<file path="src/verilog/adc_setup_defs.svh">
// Offsets, field positions, reset values and encodings of the analog setup registers.
`ifndef ADC_SETUP_DEFS_SVH
`define ADC_SETUP_DEFS_SVH
`define OFS_ANALOG_SETUP      2'h2
`define OFS_EXCITATION_ROUTE  2'h3
`define RST_ANALOG_SETUP      8'h00
`define RST_EXCITATION_ROUTE  8'h00
`define REF_SEL_MSB           7
`define REF_SEL_LSB           6
`define FILT_SEL_MSB          5
`define FILT_SEL_LSB          4
`define SWITCH_CTRL_BIT       3
`define CURRENT_MSB           2
`define CURRENT_LSB           0
`define ROUTE1_MSB            7
`define ROUTE1_LSB            5
`define ROUTE2_MSB            4
`define ROUTE2_LSB            2
`define READY_MODE_BIT        1
`define RATE_LOWEST           3'h0
`define OPMODE_NORMAL         2'h0
`define OPMODE_DUTY           2'h1
`define FRAME_BITS            16
`define LINK_IDLE             3'h2
`define MASK_ANALOG_SETUP     8'hFF
`define MASK_EXCITATION_ROUTE 8'hFE
`endif

</file>
<file path="src/verilog/adc_setup_pkg.sv">
// Types shared by the analog setup register block.
package adc_setup_pkg;
  typedef logic [7:0] reg8_t;
  typedef enum logic [1:0] {REF_INTERNAL, REF_EXT_A, REF_EXT_B, REF_SUPPLY} ref_sel_e;
  typedef enum logic [1:0] {FILT_NONE, FILT_BOTH, FILT_50, FILT_60} filt_sel_e;
  typedef enum {LINK_CMD, LINK_DATA} link_state_e;
endpackage : adc_setup_pkg

</file>
<file path="src/verilog/adc_analog_setup_registers.sv">
// Analog setup and excitation routing registers behind a mode 1 serial link.
// Summary of operation
// Bits 7:6 select conversion reference source.
// Bits 5:4 select mains rejection coefficients.
// Filter choice applies only at the lowest rate, in normal or duty mode.
// Bit 3 switch closes on start, opens sleep.
// Bits 2:0 set both excitation current magnitudes.
// Bits 7:5 route first excitation source.
// Bits 4:2 route second excitation source.
// Ready mode 0: dedicated ready output only.
// Ready mode 1: ready on both outputs.
// Serial link uses clock polarity 0, phase 1.
// Clock idles low; data changes on rising.
// Incoming bits sampled on falling clock edges.
// Host writes zero to reserved bit 0.
// Chip select high releases the combined pin.
// Select low drives combined pin with ready state.
`timescale 1ns/1ps
`include "adc_setup_defs.svh"
module adc_analog_setup_registers (
  input  wire logic                    clk_sys,
  input  wire logic                    rstn,
  input  wire logic                    sclk,
  input  wire logic                    csN,
  input  wire logic                    din,
  output logic                         combined_out_ready_pin_o,
  output logic                         combined_out_ready_pin_oe,
  output logic                         dedicated_ready_out_n,
  input  wire logic                    newDataEvent,
  input  wire logic [2:0]              dataRate,
  input  wire logic [1:0]              opMode,
  input  wire logic                    startCmd,
  input  wire logic                    sleep_cmd,
  output adc_setup_pkg::ref_sel_e      refSelect,
  output adc_setup_pkg::filt_sel_e     filterSelect,
  output logic                         filterActive,
  output logic                         low_side_switch_ctrl,
  output logic [2:0]                   excitation_current_level,
  output logic [2:0]                   first_source_route,
  output logic [2:0]                   second_source_route
);
  import adc_setup_pkg::*;

  localparam int LINK_PINS = 3;
  localparam int SCLK_IDX  = 2;
  localparam int CS_IDX    = 1;
  localparam int DIN_IDX   = 0;

  localparam int REG_COUNT = 2;
  localparam int SETUP_IDX = 0;
  localparam int ROUTE_IDX = 1;

  // Link pins pass two flops; only the second stage is read. The price is
  // two cycles of latency, which the slow link clock easily absorbs.
  wire  [LINK_PINS-1:0]      linkRaw;
  wire  [LINK_PINS-1:0]      linkIdle;
  wire  [LINK_PINS-1:0]      linkSync;
  logic                      sclkPrev;
  logic [15:0]               shiftIn;
  logic [4:0]                bitCount;
  reg8_t                     setupBank [REG_COUNT];
  wire  [REG_COUNT-1:0]      bankWrite;
  wire  [REG_COUNT-1:0][7:0] bankReset;
  wire  [REG_COUNT-1:0][7:0] bankMask;
  reg8_t                     analogSetup;
  reg8_t                     excitationRoute;
  logic                      outBit;
  logic                      dataPending;
  logic                      switchClosed;

  assign linkRaw  = {sclk, csN, din};
  assign linkIdle = `LINK_IDLE;

  for (genvar p = 0; p < LINK_PINS; p++)
  begin : gLinkSync
    logic stageOne;
    logic stageTwo;
    always_ff @(posedge clk_sys)
    begin
      if (!rstn)
      begin
        stageOne <= linkIdle[p];
        stageTwo <= linkIdle[p];
      end
      else
      begin
        stageOne <= linkRaw[p];
        stageTwo <= stageOne;
      end
    end
    assign linkSync[p] = stageTwo;
  end

  // Edges are found on the synchronised clock, so the link clock must stay
  // well below a quarter of the system clock.
  wire sclkS    = linkSync[SCLK_IDX];
  wire csS      = linkSync[CS_IDX];
  wire dinS     = linkSync[DIN_IDX];
  wire selected = !csS;
  wire riseEdge = selected && sclkS && !sclkPrev;
  wire fallEdge = selected && !sclkS && sclkPrev;

  always_ff @(posedge clk_sys)
  begin
    if (!rstn)
      sclkPrev <= 1'b0;
    else
      sclkPrev <= sclkS;
  end

  // A frame is one address byte then one data byte; anything else is ignored.
  wire [15:0] frameWord     = {shiftIn[14:0], dinS};
  wire        lastBit       = (bitCount == 5'(`FRAME_BITS - 1));
  wire        frameDone     = fallEdge && lastBit;
  wire [4:0]  next_bitCount = frameDone ? 5'h00 : bitCount + 5'h01;
  wire [7:0]  addrByte      = frameWord[15:8];
  wire [7:0]  dataByte      = frameWord[7:0];
  wire [1:0]  frameAddr     = addrByte[1:0];

  // A select release drops a partial frame, so a cut transfer writes nothing.
  always_ff @(posedge clk_sys)
  begin
    if (!rstn || csS)
    begin
      shiftIn  <= 16'h0000;
      bitCount <= 5'h00;
    end
    else if (fallEdge)
    begin
      shiftIn  <= frameWord;
      bitCount <= next_bitCount;
    end
  end

  assign bankWrite[SETUP_IDX] = frameDone && (frameAddr == `OFS_ANALOG_SETUP);
  assign bankWrite[ROUTE_IDX] = frameDone && (frameAddr == `OFS_EXCITATION_ROUTE);
  assign bankReset[SETUP_IDX] = `RST_ANALOG_SETUP;
  assign bankReset[ROUTE_IDX] = `RST_EXCITATION_ROUTE;
  // The reserved routing bit is stored as zero, so a careless host cannot set it.
  assign bankMask[SETUP_IDX]  = `MASK_ANALOG_SETUP;
  assign bankMask[ROUTE_IDX]  = `MASK_EXCITATION_ROUTE;

  // Each register is one entry of a small flop bank, addressed by its index.
  for (genvar e = 0; e < REG_COUNT; e++)
  begin : gBank
    always_ff @(posedge clk_sys)
    begin
      if (!rstn)
        setupBank[e] <= bankReset[e];
      else if (bankWrite[e])
        setupBank[e] <= dataByte & bankMask[e];
    end
  end

  assign analogSetup     = setupBank[SETUP_IDX];
  assign excitationRoute = setupBank[ROUTE_IDX];

  // Field decode of the two registers.
  wire [1:0] refField      = analogSetup[`REF_SEL_MSB:`REF_SEL_LSB];
  wire [1:0] filtField     = analogSetup[`FILT_SEL_MSB:`FILT_SEL_LSB];
  wire       switchEnabled = analogSetup[`SWITCH_CTRL_BIT];
  wire [2:0] currentField  = analogSetup[`CURRENT_MSB:`CURRENT_LSB];
  wire [2:0] route1Field   = excitationRoute[`ROUTE1_MSB:`ROUTE1_LSB];
  wire [2:0] route2Field   = excitationRoute[`ROUTE2_MSB:`ROUTE2_LSB];
  wire       readyMode     = excitationRoute[`READY_MODE_BIT];

  // The filter choice reaches the modulator only at the lowest rate, in normal or duty mode.
  wire rateLowest = (dataRate == `RATE_LOWEST);
  wire modeNormal = (opMode == `OPMODE_NORMAL);
  wire modeDuty   = (opMode == `OPMODE_DUTY);
  wire lowRate    = rateLowest && (modeNormal || modeDuty);

  assign refSelect                = ref_sel_e'(refField);
  assign filterSelect             = lowRate ? filt_sel_e'(filtField) : FILT_NONE;
  assign filterActive             = lowRate;
  assign excitation_current_level = currentField;
  assign first_source_route       = route1Field;
  assign second_source_route      = route2Field;
  assign low_side_switch_ctrl     = switchClosed;

  // Switch follows commands only while enabled; clearing the bit opens it on the next clock.
  wire next_switchClosed = !switchEnabled ? 1'b0 :
                           sleep_cmd      ? 1'b0 :
                           startCmd       ? 1'b1 :
                                            switchClosed;
  always_ff @(posedge clk_sys)
  begin
    if (!rstn)
      switchClosed <= 1'b0;
    else
      switchClosed <= next_switchClosed;
  end

  // New data wins over the clear that a completed frame applies.
  wire next_dataPending = newDataEvent ? 1'b1 : (frameDone ? 1'b0 : dataPending);
  always_ff @(posedge clk_sys)
  begin
    if (!rstn)
      dataPending <= 1'b0;
    else
      dataPending <= next_dataPending;
  end

  // The dedicated output is driven whether or not the host selects the device.
  assign dedicated_ready_out_n = !dataPending;

  // Until the first rising clock of a frame the out bit tracks the ready state,
  // so a polling host sees it in the very cycle that select is seen low.
  wire holdReady = csS || (bitCount == 5'h00 && !sclkS && !sclkPrev);
  always_ff @(posedge clk_sys)
  begin
    if (!rstn)
      outBit <= 1'b1;
    else if (holdReady)
      outBit <= !next_dataPending;
    else if (riseEdge)
      outBit <= 1'b1;
  end

  // The pin is released outside selection so that other devices may share it.
  assign combined_out_ready_pin_o  = outBit;
  assign combined_out_ready_pin_oe = selected && readyMode;
endmodule : adc_analog_setup_registers

</file>
<file path="config.mk">
export PLATFORM = sky130hd
export DESIGN_NAME = adc_analog_setup_registers
export DESIGN_NICKNAME = d
export VERILOG_FILES = /design/src/verilog/adc_setup_pkg.sv /design/src/verilog/adc_analog_setup_registers.sv
export VERILOG_INCLUDE_DIRS = /design/src /design/src/verilog
export SDC_FILE = /design/constraint.sdc
export NUM_CORES = 1
export LEC_CHECK = 0
export ABC_AREA = 1
export ABC_CLOCK_PERIOD_IN_PS = 4000
export BUFFER_PORTS_ARGS = -buffer_cell sky130_fd_sc_hd__clkbuf_2
export CORE_MARGIN = 2
export CORE_UTILIZATION = 42
export DETAILED_ROUTE_END_ITERATION = 6
export SLEW_MARGIN = 20
export SYNTH_ARGS = -nofsm -noshare
export SYNTH_HDL_FRONTEND = slang
export SYNTH_SLANG_ARGS = --single-unit
</file>
<file path="constraint.sdc">
create_clock -name clk_sys -period 4 [get_ports clk_sys]
set_input_delay 0.6 -clock clk_sys [delete_from_list [all_inputs] [get_ports clk_sys]]
set_output_delay 0.6 -clock clk_sys [all_outputs]
set_load 0.05 [all_outputs]
</file>
After elaboration in Yosys (flattened, before gate mapping) --
Memory sizes are Yosys's and may differ from the RTL's. Index checks and enable logic that the tools add are counted.
Word-level totals: register bits 24, latch bits 0, memory bits (writable) 16, memory bits (read-only) 0, input bits 13, logic and storage cells 62, memories kept 1
Memory list:
- setupBank | depth 2, width 8, rd ports 2, clocked after memory_dff 0, write ports 2, RTL line adc_analog_setup_registers.sv:61 | reg8_t setupBank [REG_COUNT];
Operators by class: $add $sub $neg 1, $mul 0, div/mod/pow operators 0, magnitude comparators 0, equality and inequality tests 4, shifts and indexed selects 0, mux-type cells 15, bitwise logic cells 4, reduce and logical (&&, ||, !) cells 25
Operators by type and width (count):
- two-way mux 8 bit | 2
- logical AND 1 bit | 11
- two-way mux 1 bit | 11
- zero test 1 bit | 6
- adder 5 x 1 -> 5 bit (second input constant) | 1
- == test 5 x 4 -> 1 bit (second input constant) | 1
- zero test 5 bit | 1
- two-way mux 5 bit | 1
- == test 2 bit (second input constant) | 2
- zero test 3 bit | 1
- logical OR 1 bit | 3
- OR reduction 3 bit | 1
- == test 2 x 1 -> 1 bit (second input constant) | 1
- zero test 2 bit | 1
- two-way mux 2 bit | 1
- inverter 1 bit | 2
- OR 1 bit | 2
- nonzero test 2 bit | 1

Longest topological paths before layout --
word-level depth 9, depth in mapped cells 10, depth with buffers taken out 10

Worst setup path after synthesis --
No wires, ideal clock.
path type register to register, start register bitCount[0], end memory setupBank[1][1] (netlist bit), enable pin, setup time 0.381 ns, arrival 1.693 ns, setup slack 1.926 ns, cell stages (with the launch flop) 9, path buffers 0, path through dfxtp_1 > ha_1 > inv_1 > nor3_1 > ha_1 > nand2_1 > inv_1 > nand2_1 > o21ai_0
RTL lines:
- start, declared | RTL line adc_analog_setup_registers.sv:60 | logic [4:0] bitCount;
- start signal, assigned | RTL line adc_analog_setup_registers.sv:131 | bitCount <= next_bitCount;
- end, declared | RTL line adc_analog_setup_registers.sv:61

==> flow_results.org <==
** Run status
- Status :: finished clean

** Logic synthesis
- After synthesis, the netlist uses 26 different library cells.
- YS warnings :: 0
- Most frequent cell after synthesis :: sky130_fd_sc_hd__inv_1
- In the synthesized netlist, the number of instances is 183.
- Number of flops mapped to enable cells by yosys :: 15
- Share of the yosys chip area belonging to registers :: 0.553
- Sorting the synthesized cells by how often they occur yields sky130_fd_sc_hd__inv_1 (30), sky130_fd_sc_hd__nor2_1 (28), sky130_fd_sc_hd__dfxtp_1 (24), sky130_fd_sc_hd__nand2_1 (23), sky130_fd_sc_hd__edfxtp_1 (15).
- Share of synthesized registers carrying an async set or reset :: 0
- Area fraction of the dominant cell type after synthesis :: 0.286
- Sorting the synthesized cells by area gives the leading types as sky130_fd_sc_hd__dfxtp_1 (29%), sky130_fd_sc_hd__edfxtp_1 (27%), sky130_fd_sc_hd__inv_1 (6.7%).
- Of all cell types, the one taking the most synthesized area is sky130_fd_sc_hd__dfxtp_1.
- Summing every instance area after synthesis gives 0.00168 mm^2.
- Among all flip-flop cells after synthesis, the most frequent one is sky130_fd_sc_hd__dfxtp_1.
- Synthesized area per cell :: 9.20 um^2
- Synth Net Count :: 199
- After synthesis the netlist holds a flip-flop and latch count of 39.

** Global routing
- The number of antenna violations at the first check in global routing is 0.
- The first global-routing pass estimated 4.58 mm of wire.
- Number of global-route vias before repair :: 1040
- Entering global routing, the biggest net connects 20 pins.
- Global routing finished with a remaining overflow of 0.
- GRT Total Usage :: 0.139

** Clock tree
- The number of setup buffers added after CTS is 0.
- TritonCTS built the clock tree.
- The cell sitting at the root of the clock tree is a sky130_fd_sc_hd__clkbuf_8.
- Gates resized during post-CTS repair numbered 0.
- TritonCTS created 5 clock buffers.
- CTS hold repair buffers :: 0
- After clock tree synthesis, the clock-pin slew on the worst setup and hold paths is 0.07 ns.
- The tree built by TritonCTS fans out to 39 sinks.
- The H-tree generated during clock tree synthesis spans 2 levels.
- Clock Latency Late Sink :: 0.29 ns
- No sink is reached through more buffers than the 2 on the longest clock path.

** Timing
- Max Freq :: 460 MHz
- Max-slew violation count :: 0
- RSZ-0062 raised after global routing :: false
- Between clock sinks in the finished design, the worst skew comes to 0.00681 ns.
- Tmin final :: 2.18 ns
- Transition at the pin with the smallest max-transition slack :: 0.726 ns
- Final Setup Violations :: 0
- Of the available clock period, the critical path in the final layout requires 0.544.
- Worst hold slack :: 0.417 ns
- Final count of hold timing violations :: 0
- Setup TNS Final :: 0 ns
- Relative slew margins :: 0.514

** Routing
- DR iter-0 viols :: 47
- DR pass1 iterations :: 4
- Number of routed nets with antenna violations :: 0
- Number of vias in the routed layout :: 1135
- In the routed design, unresolved DRC markers number 0.
- Wire length per cell :: 10.2 um
- After detailed routing, the number of vias per cell comes to 4.45.
- For this block, the routed nets add up to 2.59 mm of wire.

** Final layout
- Final net count :: 220
- In the final layout, the share of cells above drive strength 1 is 0.249.
- Cell Count, Final, Fillers Out :: 255
- Final core area utilization :: 0.482
- Diodes inserted :: 0
- Synthesis-to-finish area growth :: 12.0%

** Critical path
- The signal on the critical path passes through ha_1 > inv_1 > nor3_1 > ha_1 > nand2_1 > inv_1 > nand2_1 > o21ai_1.
- Worst Setup End Kind :: register
- Peak per-stage delay on the critical path :: 0.55 ns
- Crit path buf inv count :: 2
- Startpoint class of the critical path :: register
- Among all stages on the critical path, the largest delay is contributed by sky130_fd_sc_hd__o21ai_1.
- Required time worst endpoint :: 3.92 ns
- Endpoint arrival time on the critical path :: 2.10 ns
- Category of cells accounting for the largest share of critical-path delay :: compound AO/OA/AOI/OAI gates
- The critical path is of the reg -> reg type.
- In this run the worst path has a maximum fanout of 7.

** Place
- Routability cong. :: 0.714
- Final HPWL from detailed placement :: 1.85 mm
- During placement, the flow inserted port buffers numbering 29.
- After detailed placement, the design holds a cell count of 247.

** Floorplanning
- Die Outline Area :: 0.00453 mm^2
- After floorplanning, the core was divided into 23 placement rows.
- The core region is 0.00391 mm^2.
- For this configuration, the core starts out at a cell density of 0.430.
- Measured along the y axis, the die boundary spans 67.3 um.
- The die is 67.3 um wide.
- 31 I/O pins were placed.

** Power and ir drop
- Max rail drop VDD :: 197 uV
- Static Leak :: 0.799 nW
- In this run the power density over the cells is 432 mW/mm^2.

** Run
- Max-cap check violation count :: 0

** Worst hold path
- Kind of path behind the tightest hold check :: reg -> reg
## power by group
| part | switching, mW | internal, mW |
|---|---|---|
| clock network | 0.138 | 0.186 |
| registers | 0.00472 | 0.424 |
| logic | 0.0480 | 0.0146 |
| total | 0.190 | 0.624 |
## layout make-up
| type | instances | area (um^2) |
|---|---|---|
| timing repair buffer | 29 | 145 |
| multi-input combinational | 97 | 512 |
| tap | 50 | 62.6 |
| inverter | 32 | 123 |
| sequential | 39 | 931 |
| fill | 398 | 2030 |
| clock buffer | 5 | 68.8 |
| clock inverter | 3 | 43.8 |
## worst paths after layout
path | start | to | slack [ns] | depth (start not counted)
max | bitCount[0] | setupBank[1][7] | 1.82 | 8
min | gLinkSync[1].stageOne | csS | 0.42 | 1
min reg2reg | gLinkSync[1].stageOne | csS | 0.42 | 1
max reg2reg | bitCount[0] | setupBank[1][7] | 1.82 | 8
## metal layers
metal / vias up / part of all wire / routed length, um / GRT usage
li1: 602 / - / - / -
met1: 495 / 0.47 / 1210 / 0.167
met2: 31 / 0.45 / 1180 / 0.224
met5: - / 0 / 0 / 0
met4: 0 / 0.021 / 55 / 0.0689
met3: 7 / 0.058 / 151 / 0.0450
## per-stage QoR
step	instance area (um^2)	power [mW]	setup WS [ns]
after floorplan	1680	0.492	1.93
after global placement	1770	0.501	1.53
after detailed placement	1770	0.501	1.49
after CTS	1890	0.825	1.45
after global routing	1890	0.847	1.61
final	1890	0.814	1.82
## registers in the layout, summed over array words and instances (netlist names)
name,flops
dataPending,1
gLinkSync.stageOne,3
gLinkSync.stageTwo,1
sclkPrev,1
bitCount,5
shiftIn,9
combined_out_ready_pin_o,1
csS,1
dinS,1
low_side_switch_ctrl,1
setupBank,15
## cell families (layout without fill, tap and decap cells)
logic type / count (synthesis) / count (layout) / synth area share
and+or+nand+nor: 71 / 71 / 0.207
AOI/OAI and AO/OA: 23 / 23 / 0.0751
buffers and inverters: 47 / 69 / 0.143
DFF: 39 / 39 / 0.553
adders and majority gates: 3 / 3 / 0.0223
## cells in the final DEF (no fill, tap or decap), types with 2 or more instances in the layout
cell / n
sky130_fd_sc_hd__inv_1: 30
sky130_fd_sc_hd__clkbuf_2: 29
sky130_fd_sc_hd__nor2_1: 28
sky130_fd_sc_hd__dfxtp_1: 24
sky130_fd_sc_hd__nand2_1: 23
sky130_fd_sc_hd__edfxtp_1: 15
sky130_fd_sc_hd__a21oi_1: 11
sky130_fd_sc_hd__o21ai_0: 8
sky130_fd_sc_hd__nand3_1: 5
sky130_fd_sc_hd__clkbuf_8: 5
sky130_fd_sc_hd__nor3_1: 4
sky130_fd_sc_hd__nor2_2: 3
sky130_fd_sc_hd__ha_1: 3
sky130_fd_sc_hd__o21ai_1: 2
sky130_fd_sc_hd__or2_2: 2
Note: power is estimated with default switching activity, not from simulation.
